--- src/logic/vdq_consts.svh ---
// Register offsets, field positions and reset values of the vector debug event qualifier
`ifndef VDQ_CONSTS_SVH
`define VDQ_CONSTS_SVH
// ****************************************************************
// Register byte offsets
// ****************************************************************
`define VDQ_OFF_CTRL 8'h00
`define VDQ_OFF_BKPT_ADDR 8'h04
`define VDQ_OFF_STATUS 8'h08
`define VDQ_OFF_IRQ_EN 8'h0C
`define VDQ_OFF_IRQ_CLR 8'h10
`define VDQ_OFF_FFR 8'h14
`define VDQ_OFF_WP_ELEM 8'h18
// ****************************************************************
// Control fields
// ****************************************************************
`define VDQ_CTRL_WP_EN 0
`define VDQ_CTRL_BKPT_EN 1
`define VDQ_CTRL_STEP_PAIR 2
`define VDQ_CTRL_BKPT_LOOSE 3
`define VDQ_CTRL_DBG_POL_LO 4
`define VDQ_CTRL_DBG_POL_HI 5
`define VDQ_CTRL_RESET 6'h00
`define VDQ_CTRL_W 6
// ****************************************************************
// Status bits and debug policy codes
// ****************************************************************
`define VDQ_ST_WP_EVENT 0
`define VDQ_ST_FFR_REC 1
`define VDQ_ST_BKPT 2
`define VDQ_ST_DBG_CORRUPT 3
`define VDQ_ST_W 4
`define VDQ_ST_RESET 4'h0
`define VDQ_POL_NORMAL 2'h0
`define VDQ_POL_UNDEF 2'h1
`define VDQ_POL_NOP 2'h2
`endif

--- src/logic/vdq_pkg.sv ---
// Types shared by the vector debug event qualifier
package vdq_pkg;
  typedef enum logic [1:0] {VDQ_LD_NORMAL, VDQ_LD_FIRST_FAULT, VDQ_LD_NON_FAULT} vdq_ld_kind_type;
  typedef enum logic [2:0] {VDQ_CLS_LISTED, VDQ_CLS_COMPARE_NOT_EQUAL_INSTR, VDQ_CLS_OTHER_PLAIN, VDQ_CLS_OTHER_PROCESSOR_STATE,
                            VDQ_CLS_OTHER_FLAGS} vdq_dbg_class_type;
  typedef enum logic [1:0] {VDQ_ACT_NORMAL, VDQ_ACT_UNDEF, VDQ_ACT_NOP} vdq_dbg_action_type;
  typedef struct packed {
    logic valid;
    vdq_ld_kind_type kind;
    logic [7:0] active;
    logic [7:0] match;
    logic [7:0] nonspec;
  } vdq_wp_req_type;
  typedef struct packed {
    logic valid;
    logic [31:0] pc;
    logic is_prefix;
    logic prefix_legal;
    logic next_is_brk_hlt;
    logic is_prefixed;
    logic stepping;
  } vdq_commit_type;
  typedef struct packed {
    logic valid;
    vdq_dbg_class_type cls;
  } vdq_dbg_instr_type;
endpackage

--- src/logic/vdq_qualifier.sv ---
// Vector debug event qualifier: watchpoints, prefix breakpoints/step, debug-state behaviour, APB registers
//
// Function
// RULE_01 - Watchpoint matches never block the memory access
// RULE_02 - First-fault non-first active match records in register
// RULE_03 - First-fault first active element match raises event
// RULE_04 - Non-fault loads never raise events, record matches
// RULE_05 - Inactive element accesses never raise watchpoint events
// RULE_06 - Ordinary predicated active matches raise watchpoint events
// RULE_07 - Recorded matches return data, clear first-fault elements
// RULE_08 - Prefix before breakpoint or halt is legal
// RULE_09 - Breakpoint on legal prefix fires, alone or paired
// RULE_10 - Illegal prefix or prefixed breakpoint: either outcome
// RULE_11 - Stepping prefix covers pair or prefix only
// RULE_12 - Vector state accessible while halted in debug
// RULE_13 - Listed instructions behave normally in debug state
// RULE_14 - Compare-not-equal normal, corrupts debug link/status
// RULE_15 - Other instructions: undefined, no-op or normal
// RULE_16 - Qualification per element using mask, kind, first
//
// Design decisions made here: the placing of the registers and register access over APB.
`timescale 1ns/1ps
`include "vdq_consts.svh"
module vdq_qualifier
  import vdq_pkg::*;
#(
  parameter int NELEM = 8
) (
  input wire logic pclk,
  input wire logic presetn,
  input wire logic psel,
  input wire logic penable,
  input wire logic pwrite,
  input wire logic [7:0] paddr,
  input wire logic [31:0] pwdata,
  output logic [31:0] prdata,
  output logic pready,
  output logic pslverr,
  input wire vdq_wp_req_type wp_req,
  input wire vdq_commit_type commit,
  input wire vdq_dbg_instr_type dbg_instr,
  input wire logic halted,
  input wire logic ffr_write_en,
  input wire logic [7:0] ffr_write_val,
  output logic access_proceed,
  output logic wp_event,
  output logic [7:0] ffr_clear,
  output logic bkpt_exc,
  output logic step_done,
  output logic step_covers_pair,
  output logic vstate_access_ok,
  output vdq_dbg_action_type dbg_action,
  output logic dbg_action_valid,
  output logic dbg_regs_corrupt,
  output logic flags_unknown,
  output logic irq
);

  // ****************************************************************
  // Register state
  // ****************************************************************
  logic [`VDQ_CTRL_W-1:0] ctrl_r;
  logic [31:0] bkpt_addr_r;
  logic [`VDQ_ST_W-1:0] status_r;
  logic [`VDQ_ST_W-1:0] irq_en_r;
  logic [7:0] ffr_r;
  logic [7:0] wp_elem_r;
  logic wr_stb;
  logic [`VDQ_ST_W-1:0] clr_stb;
  logic [`VDQ_ST_W-1:0] set_stb;
  logic [`VDQ_ST_W-1:0] status_nxt;
  logic [`VDQ_ST_W-1:0] irq_en_nxt;
  logic addr_ok;

  // Writes land on the access edge only, while pready already stands high
  assign wr_stb = psel && penable && pready && pwrite && !pslverr;
  assign clr_stb = (wr_stb && paddr == `VDQ_OFF_IRQ_CLR) ? pwdata[`VDQ_ST_W-1:0] : `VDQ_ST_RESET;
  assign addr_ok = (paddr == `VDQ_OFF_CTRL) || (paddr == `VDQ_OFF_BKPT_ADDR) || (paddr == `VDQ_OFF_STATUS) ||
                   (paddr == `VDQ_OFF_IRQ_EN) || (paddr == `VDQ_OFF_IRQ_CLR) || (paddr == `VDQ_OFF_FFR) ||
                   (paddr == `VDQ_OFF_WP_ELEM);

  // ****************************************************************
  // Per-element watchpoint qualification
  // ****************************************************************
  logic [NELEM-1:0] act;
  logic [NELEM-1:0] hit;
  logic [NELEM-1:0] first_oh;
  logic [NELEM-1:0] raise_vec;
  logic [NELEM-1:0] rec_vec;
  logic [NELEM-1:0] rec_low;
  logic [NELEM-1:0] rec_fill;
  logic wp_en;

  assign wp_en = ctrl_r[`VDQ_CTRL_WP_EN];
  assign act = wp_req.active[NELEM-1:0];
  // Lowest active element as one-hot; two's complement isolates it in one adder
  assign first_oh = act & (~act + {{(NELEM-1){1'b0}}, 1'b1}); // see RULE_16

  genvar gi;
  generate
    for (gi = 0; gi < NELEM; gi++) begin : g_elem
      // Inactive lanes can never hit, whatever the match bit says
      assign hit[gi] = wp_req.valid && wp_en && act[gi] && wp_req.match[gi] && wp_req.nonspec[gi]; // see RULE_05
      always_comb begin
        unique case (wp_req.kind)
          VDQ_LD_FIRST_FAULT: begin
            raise_vec[gi] = hit[gi] && first_oh[gi]; // see RULE_03
            rec_vec[gi] = hit[gi] && !first_oh[gi]; // see RULE_02
          end
          VDQ_LD_NON_FAULT: begin
            raise_vec[gi] = 1'b0; // see RULE_04
            rec_vec[gi] = hit[gi]; // see RULE_04
          end
          VDQ_LD_NORMAL: begin
            raise_vec[gi] = hit[gi]; // see RULE_06
            rec_vec[gi] = 1'b0;
          end
          default: begin
            raise_vec[gi] = 1'b0;
            rec_vec[gi] = 1'b0;
          end
        endcase
      end
    end
  endgenerate

  // Recording at an element invalidates it and every later element
  assign rec_low = rec_vec & (~rec_vec + {{(NELEM-1){1'b0}}, 1'b1});
  assign rec_fill = (|rec_vec) ? ~(rec_low - {{(NELEM-1){1'b0}}, 1'b1}) : '0; // see RULE_07

  // The access always proceeds; qualification only reports, never gates memory
  always_ff @(posedge pclk or negedge presetn) begin
    if (!presetn) begin
      access_proceed <= 1'b0;
    end else begin
      access_proceed <= wp_req.valid; // see RULE_01
    end
  end

  // Event pulse and the first-fault clear mask, registered
  always_ff @(posedge pclk or negedge presetn) begin
    if (!presetn) begin
      wp_event <= 1'b0;
      ffr_clear <= 8'h00;
    end else begin
      wp_event <= |raise_vec; // see RULE_06
      ffr_clear <= 8'(rec_fill); // see RULE_07
    end
  end

  // First-fault register: the clear from a recorded match beats a same-cycle write
  always_ff @(posedge pclk or negedge presetn) begin
    if (!presetn) begin
      ffr_r <= 8'hFF;
    end else if (|rec_vec) begin
      ffr_r <= (ffr_write_en ? ffr_write_val : ffr_r) & ~8'(rec_fill); // see RULE_02
    end else if (ffr_write_en) begin
      ffr_r <= ffr_write_val;
    end
  end

  // Remember which element raised the last event, for software
  always_ff @(posedge pclk or negedge presetn) begin
    if (!presetn) begin
      wp_elem_r <= 8'h00;
    end else if (|raise_vec) begin
      wp_elem_r <= 8'(raise_vec);
    end
  end

  // ****************************************************************
  // Prefix breakpoints and single-step
  // ****************************************************************
  logic legal_prefix;
  logic addr_hit;
  logic bkpt_hit;

  // A prefix ahead of a breakpoint or halt instruction counts as legal
  assign legal_prefix = commit.is_prefix && (commit.prefix_legal || commit.next_is_brk_hlt); // see RULE_08
  assign addr_hit = commit.valid && ctrl_r[`VDQ_CTRL_BKPT_EN] && commit.pc == bkpt_addr_r;
  // Illegal-prefix cases pick the loose outcome from a control bit, both being allowed
  assign bkpt_hit = addr_hit && (legal_prefix ||
                    ((commit.is_prefix || commit.is_prefixed) && ctrl_r[`VDQ_CTRL_BKPT_LOOSE])); // see RULE_09 RULE_10

  always_ff @(posedge pclk or negedge presetn) begin
    if (!presetn) begin
      bkpt_exc <= 1'b0;
    end else begin
      bkpt_exc <= bkpt_hit; // see RULE_09
    end
  end

  // Step span on a prefix is a software choice; other commits step one
  always_ff @(posedge pclk or negedge presetn) begin
    if (!presetn) begin
      step_done <= 1'b0;
      step_covers_pair <= 1'b0;
    end else begin
      step_done <= commit.valid && commit.stepping;
      step_covers_pair <= commit.valid && commit.stepping && commit.is_prefix &&
                          ctrl_r[`VDQ_CTRL_STEP_PAIR]; // see RULE_11
    end
  end

  // ****************************************************************
  // Debug-state instruction behaviour
  // ****************************************************************
  vdq_dbg_action_type act_nxt;
  logic corrupt_nxt;
  logic flags_nxt;
  logic [1:0] pol;

  assign pol = ctrl_r[`VDQ_CTRL_DBG_POL_HI:`VDQ_CTRL_DBG_POL_LO];

  always_comb begin
    act_nxt = VDQ_ACT_NORMAL;
    corrupt_nxt = 1'b0;
    flags_nxt = 1'b0;
    if (dbg_instr.valid && halted) begin
      unique case (dbg_instr.cls)
        VDQ_CLS_LISTED: act_nxt = VDQ_ACT_NORMAL; // see RULE_13
        VDQ_CLS_COMPARE_NOT_EQUAL_INSTR: begin
          act_nxt = VDQ_ACT_NORMAL;
          corrupt_nxt = 1'b1; // see RULE_14
        end
        VDQ_CLS_OTHER_PLAIN, VDQ_CLS_OTHER_PROCESSOR_STATE, VDQ_CLS_OTHER_FLAGS: begin
          // Policy picks one allowed outcome; executed ones still carry side effects
          act_nxt = (pol == `VDQ_POL_UNDEF) ? VDQ_ACT_UNDEF :
                    (pol == `VDQ_POL_NOP) ? VDQ_ACT_NOP : VDQ_ACT_NORMAL; // see RULE_15
          corrupt_nxt = (act_nxt == VDQ_ACT_NORMAL) && dbg_instr.cls == VDQ_CLS_OTHER_PROCESSOR_STATE; // see RULE_15
          flags_nxt = (act_nxt == VDQ_ACT_NORMAL) && dbg_instr.cls == VDQ_CLS_OTHER_FLAGS; // see RULE_15
        end
        default: act_nxt = VDQ_ACT_UNDEF;
      endcase
    end
  end

  always_ff @(posedge pclk or negedge presetn) begin
    if (!presetn) begin
      dbg_action <= VDQ_ACT_NORMAL;
      dbg_action_valid <= 1'b0;
      dbg_regs_corrupt <= 1'b0;
      flags_unknown <= 1'b0;
      vstate_access_ok <= 1'b0;
    end else begin
      dbg_action <= act_nxt;
      dbg_action_valid <= dbg_instr.valid && halted;
      dbg_regs_corrupt <= corrupt_nxt; // see RULE_14
      flags_unknown <= flags_nxt;
      vstate_access_ok <= halted; // see RULE_12
    end
  end

  // ****************************************************************
  // APB registers and interrupt
  // ****************************************************************
  // Control and enable registers
  always_ff @(posedge pclk or negedge presetn) begin
    if (!presetn) begin
      ctrl_r <= `VDQ_CTRL_RESET;
      bkpt_addr_r <= 32'h00000000;
      irq_en_r <= `VDQ_ST_RESET;
    end else if (wr_stb) begin
      if (paddr == `VDQ_OFF_CTRL) ctrl_r <= pwdata[`VDQ_CTRL_W-1:0];
      if (paddr == `VDQ_OFF_BKPT_ADDR) bkpt_addr_r <= pwdata;
      if (paddr == `VDQ_OFF_IRQ_EN) irq_en_r <= pwdata[`VDQ_ST_W-1:0];
    end
  end

  // Event sources for the sticky status, gathered once every producer is declared
  assign set_stb[`VDQ_ST_WP_EVENT] = |raise_vec;
  assign set_stb[`VDQ_ST_FFR_REC] = |rec_vec;
  assign set_stb[`VDQ_ST_BKPT] = bkpt_hit;
  assign set_stb[`VDQ_ST_DBG_CORRUPT] = corrupt_nxt;

  // Next status and enable, so the registered interrupt never lags an enable write
  assign status_nxt = (status_r & ~clr_stb) | set_stb;
  assign irq_en_nxt = (wr_stb && paddr == `VDQ_OFF_IRQ_EN) ? pwdata[`VDQ_ST_W-1:0] : irq_en_r;

  // Sticky status: a new event in the clearing cycle survives the clear
  always_ff @(posedge pclk or negedge presetn) begin
    if (!presetn) begin
      status_r <= `VDQ_ST_RESET;
    end else begin
      status_r <= status_nxt;
    end
  end

  // Interrupt output registered from the next status and next enable values
  always_ff @(posedge pclk or negedge presetn) begin
    if (!presetn) begin
      irq <= 1'b0;
    end else begin
      irq <= |(status_nxt & irq_en_nxt);
    end
  end

  // No wait states: read data captured in setup, pready high in the first access cycle
  always_ff @(posedge pclk or negedge presetn) begin
    if (!presetn) begin
      prdata <= 32'h00000000;
      pready <= 1'b0;
      pslverr <= 1'b0;
    end else if (psel && !penable) begin
      pready <= 1'b1;
      pslverr <= !addr_ok;
      unique case (paddr)
        `VDQ_OFF_CTRL: prdata <= {26'h0, ctrl_r};
        `VDQ_OFF_BKPT_ADDR: prdata <= bkpt_addr_r;
        `VDQ_OFF_STATUS: prdata <= {28'h0, status_r};
        `VDQ_OFF_IRQ_EN: prdata <= {28'h0, irq_en_r};
        `VDQ_OFF_FFR: prdata <= {24'h0, ffr_r};
        `VDQ_OFF_WP_ELEM: prdata <= {24'h0, wp_elem_r};
        default: prdata <= 32'h00000000;
      endcase
    end else begin
      pready <= 1'b0;
      pslverr <= 1'b0;
    end
  end
endmodule

--- config.mk ---
export PLATFORM = sky130hd
export DESIGN_NAME = vdq_qualifier
export DESIGN_NICKNAME = d
export VERILOG_FILES = /design/src/logic/vdq_pkg.sv /design/src/logic/vdq_qualifier.sv
export VERILOG_INCLUDE_DIRS = /design/src /design/src/logic
export SDC_FILE = /design/constraint.sdc
export NUM_CORES = 1
export LEC_CHECK = 0
export ABC_AREA = 1
export BUFFER_PORTS_ARGS = -buffer_cell sky130_fd_sc_hd__buf_2
export CAP_MARGIN = 15
export CELL_PAD_IN_SITES_DETAIL_PLACEMENT = 1
export CELL_PAD_IN_SITES_GLOBAL_PLACEMENT = 1
export CORE_UTILIZATION = 40
export DETAILED_ROUTE_END_ITERATION = 16
export PLACE_DENSITY = 0.94
export SETUP_SLACK_MARGIN = 0.5
export SYNTH_ARGS = -nofsm -noshare
export SYNTH_HDL_FRONTEND = slang
export SYNTH_SLANG_ARGS = --single-unit
--- constraint.sdc ---
create_clock -name pclk -period 3.5 [get_ports pclk]
set_clock_uncertainty 0.15 [all_clocks]
set_input_delay 0.525 -clock pclk [delete_from_list [all_inputs] [get_ports pclk]]
set_output_delay 0.525 -clock pclk [all_outputs]
set_load 0.005 [all_outputs]
Word level (Yosys, flattened, before mapping)
Index checks and enable logic that the tools add are counted.
Widths: inputs -> output; s select.
{"block": "classes", "n_addsub": 3, "n_reduce_logical": 91, "eq_ne": 15, "n_bitwise": 11, "muxes": 32}
{"op": "$pmux 32 s6", "n": 1}
{"op": "$logic_and 1x1->1", "n": 59}
{"op": "$pmux 1 s2", "n": 17}
{"op": "$eq 32x32->1", "n": 1}
{"op": "$not 8->8", "n": 4}
{"op": "$and 8x8->8", "n": 3}
{"op": "$eq 8x5->1 const B", "n": 3}
{"op": "$mux 8", "n": 3}
{"op": "$add 8x1->8 const B", "n": 2}
{"op": "$eq 8x4->1 const B", "n": 2}
{"op": "$reduce_or 8->1", "n": 2}
{"op": "$logic_not 1->1", "n": 11}
{"op": "$logic_or 1x1->1", "n": 9}
{"op": "$and 4x4->4", "n": 2}
{"op": "$eq 8x3->1 const B", "n": 1}
{"op": "$logic_not 8->1", "n": 1}
{"op": "$mux 4", "n": 2}
{"op": "$sub 8x1->8 const B", "n": 1}
{"op": "$eq 3x2->1 const B", "n": 2}
{"op": "$mux 2", "n": 3}
{"op": "$reduce_and 2->1", "n": 3}
{"op": "$mux 1", "n": 5}
{"op": "$eq 2x1->1 const B", "n": 2}
{"op": "$eq 2x2->1 const B", "n": 2}
{"op": "10 further kinds", "n": 11}
{"block": "word_totals", "register_bits": 116, "in_bits": 124, "wordCells": 173, "out_inout_bits": 54}

Logic depth before layout (Yosys ltp)
Gate-level depths: netlist of run 1.
{"block": "logic_depth", "depth_word": 15, "ltp_mapped": 12}

Worst setup path before layout of run 1
OpenSTA, ideal clock, no wires.
{"block": "synth_path", "path_kind": "input-to-reg", "start": "input port wp_req[25] (netlist bit)", "end": "register irq", "t_arrival_ns": 1.668, "stages": 10, "setup_time_ns": 0.127, "t_required_ns": 3.223, "path_slack_ns": 1.555, "cell_sequence": "inv_1 > ha_1 > buf_2 > nor2_4 > nand3b_1 > nand2_1 > nor2_1 > nand3_1 > a21oi_1 > nand3_1"}
{"block": "synth_via", "elab_chain_cells": 6, "elab_cells_between_ends": 24, "classes_between": "2 x eq/ne; 16 x mux; 2 x bitwise; 4 x reduce/logical"}
{"element": "start, declared", "line_no": "vdq_qualifier.sv:39", "rtl": "input wire vdq_wp_req_type wp_req,"}
{"element": "$eq 2x1->1 / $logic_not 2->1 (equally long branches)", "line_no": "vdq_qualifier.sv:105", "rtl": "unique case (wp_req.kind)"}
{"element": "$pmux 1 s2", "line_no": "vdq_qualifier.sv:105"}
{"element": "$reduce_or 8->1 *", "line_no": "vdq_qualifier.sv:271", "rtl": "assign set_stb[`VDQ_ST_WP_EVENT] = |raise_vec;"}
{"element": "$or 4x4->4 *", "line_no": "vdq_qualifier.sv:277", "rtl": "assign status_nxt = (status_r & ~clr_stb) | set_stb;"}
{"element": "via status_nxt[0]", "line_no": "vdq_qualifier.sv:71", "rtl": "logic [`VDQ_ST_W-1:0] status_nxt;"}
{"element": "$and 4x4->4 *", "line_no": "vdq_qualifier.sv:294", "rtl": "irq <= |(status_nxt & irq_en_nxt);"}
{"element": "$reduce_or 4->1 *", "line_no": "vdq_qualifier.sv:294"}
{"element": "end signal, assigned", "line_no": "vdq_qualifier.sv:294"}
{"element": "end, declared", "line_no": "vdq_qualifier.sv:56", "rtl": "output logic irq"}
Mark *: on every way through the listed nets, which the timed path passes. The rest lies on a longest branch.
A chain may end at the register's enable or synchronous reset.

Worst setup path in the final report of run 1
{"block": "layout_path", "start": "register ctrl_r[0]", "end": "register wp_elem_r[6]"}
{"block": "layout_via", "elab_chain_cells": 7, "elab_cells_between_ends": 42, "classes_between": "8 x mux; 34 x reduce/logical"}
{"element": "start, declared", "line_no": "vdq_qualifier.sv:62", "rtl": "logic [`VDQ_CTRL_W-1:0] ctrl_r;"}
{"element": "start signal, assigned", "line_no": "vdq_qualifier.sv:260", "rtl": "ctrl_r <= `VDQ_CTRL_RESET;"}
{"element": "start signal, assigned", "line_no": "vdq_qualifier.sv:264", "rtl": "if (paddr == `VDQ_OFF_CTRL) ctrl_r <= pwdata[`VDQ_CTRL_W-1:0];"}
{"element": "$logic_and 1x1->1 *", "line_no": "vdq_qualifier.sv:103", "rtl": "assign hit[gi] = wp_req.valid && wp_en && act[gi] && wp_req.match[gi] && wp_req.nonspec[gi];"}
{"element": "$logic_and 1x1->1 (3 in a row)", "line_no": "vdq_qualifier.sv:103"}
{"element": "$logic_and 1x1->1", "line_no": "vdq_qualifier.sv:107", "rtl": "raise_vec[gi] = hit[gi] && first_oh[gi];"}
{"element": "$pmux 1 s2", "line_no": "vdq_qualifier.sv:105"}
{"element": "$reduce_or 8->1 *"}
{"element": "via set_stb[0]", "line_no": "vdq_qualifier.sv:70", "rtl": "logic [`VDQ_ST_W-1:0] set_stb;"}
{"element": "end signal, assigned", "line_no": "vdq_qualifier.sv:167", "rtl": "wp_elem_r <= 8'(raise_vec);"}
{"element": "end, declared", "line_no": "vdq_qualifier.sv:67", "rtl": "logic [7:0] wp_elem_r;"}
Marks and branches as above.

==> parameters.txt, run 1 <==
Parameter                              Value

Clock network
  Hold_buf cts ... 0
  H-tree levels ... 4
  Clock buffers created by TritonCTS ... 17
  CTS sink count ... 116
  Post-CTS setup buffers ... 0
  Clk_lat worst skew ... 0.44 ns
  Clock tree root driver cell ... clkbuf_16
  Clock Tree Buf Depth ... 2
  Clock tree from TritonCTS ... done
  Clock transition at the registers of the reported paths ... 0.06 ns
  CTS-repair resized insts ... 0

GRT
  Global routing usage summed across all routing layers ... 29.4%
  Grt ovf ... 0
  First-pass GRT wire length ... 32500 um
  Pin count of the biggest net entering global routing ... 117
  Number of antenna violations at the first check in global routing ... 2
  Vias in the first global route ... 6231

Placed design
  Placed instance count ... 1059
  Port-buffer cells ... 177
  Post-detail-place hpwl ... 14900 um
  Instance area at placement ... 6860 um^2
  Placer's final routability congestion estimate ... 0.954
  Worst Setup Slack post-DPL ... 1.20 ns

Drt
  First-iteration detailed-routing DRC count ... 412
  Number of search-and-repair iterations in the first detailed-routing pass ... 5
  Vias ... 5907
  Routed WL per cell ... 19.1 um
  Drc violations ... 0
  Total wire length ... 20900 um
  Final ANT Viol Nets ... 0
  Via density per instance ... 5.40

Layout
  Most used cells in the layout excluding fill and tap cells ... 192 x nand2_1, 176 x buf_2, 108 x dfrtp_1
  NumNets Final ... 1027
  Final Instance Count excl. Fillers ... 1094
  Most common cell after layout, fill and taps aside ... nand2_1
  Synth-to-Final Area Change ... 28.7%
  Share of layout cells above drive strength 1 ... 27.7%
  Fill cell total of the finished layout ... 1785
  Finished layout cell area ... 7430 um^2

Logic synthesis
  Syn Nets ... 843
  Cells after synthesis ... 714
  Part of the Yosys area used for sequential elements ... 50.4%
  EDFF count, synth ... 0
  Most used flip-flop cell after synthesis ... dfrtp_1
  Count of distinct cell types in the synthesized netlist ... 38
  Mean instance size in the synthesized netlist ... 8.09 um^2
  Count of yosys warnings during synthesis ... 0
  Number of storage elements in the synthesis netlist ... 116
  Async set-reset flop share out of synthesis ... 100%
  Mapped Area ... 5770 um^2

STA
  Slew at the pin closest to its max-slew limit ... 0.651 ns
  Slew Limit Fails ... 0
  Worst-case headroom to the max-slew limit ... 56.6%
  Minimum setup slack in the final design ... 1.45 ns
  Share of the cycle needed by the critical path after routing ... 58.4%
  Tmin final ... 2.05 ns
  RSZ-0062 raised after global routing ... false
  Final setup violation count ... 0
  Count of final hold-check violations ... 0
  Peak Freq ... 489 MHz
  Setup TNS Final ... 0 ns

Run status
  Status ... finished, final reports clean

Power and ir drop
  Maximum vdd drop ... 0.327 mV
  LEAKAGE ... 0.00410 uW
  P per Cell Area ... 451 nW/um^2

Floorplanning
  CORE AREA ... 14000 um^2
  Area of the die ... 14900 um^2
  Number of core rows ... 43
  Height of the chip ... 122 um
  IO Count ... 178
  Overall die width ... 122 um
  Initial Utilization ... 41.3%

Job
  Reported max-cap violation count ... 0

Worst setup path
  Crit Path Class ... reg2reg
  Maximum net fanout on the critical path ... 7
  Arrival time worst endpoint ... 2.23 ns
  Data required time of the critical path ... 3.68 ns
  Start point of the critical path ... ctrl_r[0]
  Worst Setup Start Kind ... flip-flop
  Launch point of the worst reg-to-reg path ... ctrl_r[0]
  Nature of the critical path endpoint ... flip-flop

Min path
  Hold WC Path Type ... in2async
per-stage QoR:
stage | total power [uW] | hold slack, ns | util [%]
floorplan | 1500 | 0.0794 | -
global route | 3450 | 0.0706 | 53.1
CTS | 3360 | 0.0577 | 53.1
finish | 3350 | 0.00693 | 53.1
global placement | 1660 | 0.309 | 49.0
detailed placement | 1670 | 0.318 | 49.0
final cells by class:
type	instances	area (um^2)	area share [%]
sequential	116	2910	39.2
multi-input combinational	492	2440	32.9
timing repair buffer	182	938	12.6
clock buffer	22	464	6.24
inverter	89	334	4.49
tap	180	225	3.03
clock inverter	10	106	1.43
antenna	3	7.51	0.101
worst max-delay path, stage by stage, from the launching register on:
cell     delay, ns
dfrtp_1       0.44
nand2_2       0.16
inv_1         0.12
nand4_1       0.15
nor2_1        0.06
nand2_1       0.09
nand2_1       0.07
nor2_1        0.25
nand2_1       0.21
o21ai_0       0.24
cells in the mapped netlist, types with 8 or more instances:
master    instances  area share (%)
nor2_1           72             4.7
dfstp_2           8             3.6
dfrtp_1         108              47
inv_1            86             5.6
nand3_1          26             2.3
o21ai_0          54             4.7
o31ai_1          16             2.1
nor3_1            8            0.69
or2_2             9            0.98
nand4_1          21             2.3
clkbuf_1         12            0.78
a21oi_1          32             2.8
nand2_1         192              12
layer usage:
layer  part of all wire [%]  GRT usage, %
met2                     47          46.6
met1                     43          38.2
met5                      0             0
met3                    6.4          5.99
met4                    3.0          14.4
power breakdown:
part | internal [uW] | switching, uW | total (uW)
Sequential | 1370 | 13.2 | 1380
Clock | 1080 | 628 | 1700
Combinational | 101 | 168 | 269
Total | 2550 | 809 | 3350
kinds of logic (layout without fill, tap and decap cells):
group,after synthesis,after routing,synth area share [%]
other cells,0,3,0
fa+ha+maj,5,5,1.08
mux,9,9,1.95
compound gates,117,117,11.5
flops,116,116,50.4
xor+xnor,12,12,1.82
buf+inv,106,303,7.22
simple gates,349,349,26.0
state kept, by name (all words and copies together), names as in the netlist, 4 cells and up:
name	cells
bkpt_addr_r	32
ctrl_r	6
status_r	4
ffr_clear	8
ffr_r	8
prdata	32
wp_elem_r	8
irq_en_r	4
final timing paths:
kind / to / slack, ns / cells after the start
worst max-delay path: wp_elem_r[6] / 1.45 / 9
worst min-delay path: prdata[24] / 0.007 / 2
worst max register to register: wp_elem_r[6] / 1.45 / 9
worst min register to register: prdata[30] / 0.33 / 2
max in group asynchronous: bkpt_addr_r[18] / 2.68 / 2
min in group pclk: vstate_access_ok / 0.07 / 1
(Power assumes the default switching activity.)
==> inputs of run 2 (changes only) <==
- CORE_UTILIZATION: 40 -> 37
- PLACE_DENSITY: 0.94 -> 0.89
- clock period: 3.5 -> 2.05 ns (I/O delays scaled with it)
==> parameters.txt, run 2 (synthesis results as in run 1) <==
Parameter                              Value

Job
  Reported max-cap violation count ... 0 (unchanged)

Worst setup path
  Crit Path Class ... reg2reg
  Cell type with the highest occurrence count on the critical path ... buf_6
  Arrival time worst endpoint ... 2.22 ns (about the same)
  Sequence of cells on the critical path ... nand4_1 > nor2_4 > buf_6 > nand2_8 > buf_8 > buf_6 > a21oi_1
  Kind of cell adding the most delay to the critical path ... simple AND/OR/NAND/NOR gates
  Master of the slowest instance on the critical path ... a21oi_1
  Max incr delay on CP ... 0.46 ns (+0.02 ns)
  Worst Setup Start Kind ... flip-flop
  Nature of the critical path endpoint ... flip-flop
  Buffering stage count on the worst path with inverters included ... 3 (+2)
  Data required time of the critical path ... 2.16 ns (-1.52 ns)
  Maximum net fanout on the critical path ... 8 (+1)

Power and ir drop
  Total power after layout ... 5740 uW (+71%)
  Maximum vdd drop ... 0.639 mV (+95%)
  P per Cell Area ... 650 nW/um^2 (+44%)
  LEAKAGE ... 0.00459 uW (+12%)

Placed design
  Port-buffer cells ... 177 (unchanged)
  Placer's final routability congestion estimate ... 0.924 (-3.2%)
  Post-detail-place hpwl ... 14900 um (about the same)
  Instance area at placement ... 7000 um^2 (+2.0%)

Layout
  Most used cells in the layout excluding fill and tap cells ... 176 x buf_2, 164 x nand2_1, 106 x dfrtp_1
  NumNets Final ... 1109 (+8.0%)
  Largest regs ... bkpt_addr_r: 32 flops, prdata: 32 flops
  Synth-to-Final Area Change ... 53.1%
  Finished layout cell area ... 8840 um^2 (+19%)
  Most common cell after layout, fill and taps aside ... buf_2
  Share of layout cells above drive strength 1 ... 40.4% (+13 points)

STA
  Final setup violation count ... 1 (+1)
  RSZ-0062 raised after global routing ... true
  Count of final hold-check violations ... 0 (unchanged)
  Share of the cycle needed by the critical path after routing ... 103% (+45 points)
  Minimum setup slack in the final design ... -0.0635 ns (-1.52 ns)
  Worst-case headroom to the max-slew limit ... 60.4% (+3.7 points)
  Peak Freq ... 473 MHz (-3.2%)
  Slew Limit Fails ... 0 (unchanged)
  Tmin final ... 2.11 ns (+0.0679 ns)
  Slew at the pin closest to its max-slew limit ... 0.589 ns (-0.0616 ns)

Floorplanning
  CORE AREA ... 15200 um^2 (+8.7%)
  Number of core rows ... 45 (+4.7%)
  IO Count ... 178 (unchanged)
  Overall die width ... 127 um (+3.9%)
  Initial Utilization ... 38.0% (-3.3 points)
  Height of the chip ... 127 um (+3.9%)
  Area of the die ... 16100 um^2 (+8.0%)

Drt
  Final ANT Viol Nets ... 0 (unchanged)
  Drc violations ... 0 (unchanged)
  Routed WL per cell ... 25.4 um (+33%)
  Total wire length ... 30200 um (+45%)
  Via density per instance ... 5.94 (+10%)
  Vias ... 7056 (+19%)
  First-iteration detailed-routing DRC count ... 718 (+74%)
  Number of search-and-repair iterations in the first detailed-routing pass ... 9 (+4)

Clock network
  Clock transition at the registers of the reported paths ... 0.06 ns (about the same)
  Clock Tree Buf Depth ... 2 (unchanged)
  H-tree levels ... 4 (unchanged)
  CTS sink count ... 116 (unchanged)
  Clock tree root driver cell ... clkbuf_16
  Clock tree from TritonCTS ... done
  Clk_lat worst skew ... 0.43 ns (about the same)
  Clock buffers created by TritonCTS ... 17 (unchanged)

GRT
  Global routing usage summed across all routing layers ... 31.0% (+1.6 points)
  Vias in the first global route ... 6955 (+12%)
  Number of antenna violations at the first check in global routing ... 5 (+3)
  Pin count of the biggest net entering global routing ... 43 (-63%)
  First-pass GRT wire length ... 37600 um (+16%)
  Grt ovf ... 0 (unchanged)

Run status
  Status ... finished with violations
  Violated checks ... negative setup slack

Min path
  Hold WC Path Type ... in2reg
## run 2: metrics by stage
stage               setup slack, ns  hold slack [ns]  cells  utilization, %  TNS [ns]
finish                      -0.0635          0.00945   1187            58.1   -0.0635
global route                -0.0458           0.0178   1183            58.1   -0.0458
CTS                           0.345          0.00107   1160            54.1         0
detailed placement          0.00665            0.152   1076            46.0         0
global placement             0.0927            0.152   1076            46.0         0
floorplan                     0.394           -0.138    714               -         0
## run 2: tightest hold or removal path: stages
cell     delay [ns]
buf_2          0.11
nor2_4         0.08
a21oi_1        0.04
## run 2: timing repair
| action | 4_1_cts | 5_1_grt |
|---|---|---|
| resized for setup | 55 | 120 |
| hold endpoints to repair | 60 | 0 |
| endpoints found under the setup margin | 63 | 70 |
| pin swaps | 18 | 27 |
| hold buffers | 35 | 0 |
| cloned | 1 | 4 |
| setup buffers | 17 | 16 |
## run 2: path summary, 6_finish.rpt
kind / start / end / slack (ns) / depth (start not counted)
worst min register to register: prdata[4] / prdata[4] / 0.33 / 2
max in group asynchronous: presetn / ffr_r[6] / 0.81 / 3
min in group asynchronous: presetn / bkpt_addr_r[20] / 0.29 / 2
worst max-delay path: pready / bkpt_addr_r[27] / -0.06 / 7
worst max register to register: pready / bkpt_addr_r[27] / -0.06 / 7
worst min-delay path: pwdata[28] / bkpt_addr_r[28] / 0.009 / 3
## run 2: final cells by class
class	count	area (um^2)
clock inverters	4	22.5
diodes	7	17.5
repair buffers	264	1830
multi-input cells	492	2970
clock buffers	27	503
flip-flops and latches	116	2920
inverters	89	349
fillers	1798	6360
well taps	188	235
## run 2: where the power goes
group / total (uW) / internal [uW] / switching, uW / leakage (uW)
sequential: 2360 / 2340 / 26.4 / 0.00145
combinational: 615 / 239 / 376 / 0.00288
clock: 2760 / 1660 / 1100 / 0.000257
## run 2: per-layer routing
layer  vias to the layer above  part of all wire [%]  track usage (%)
met1                      3420                    37             37.5
met4                         0                   7.3             17.5
met5                         -                     0                0
met2                       558                    48             51.5
li1                       2860                     -                -
met3                       218                   8.6             6.41
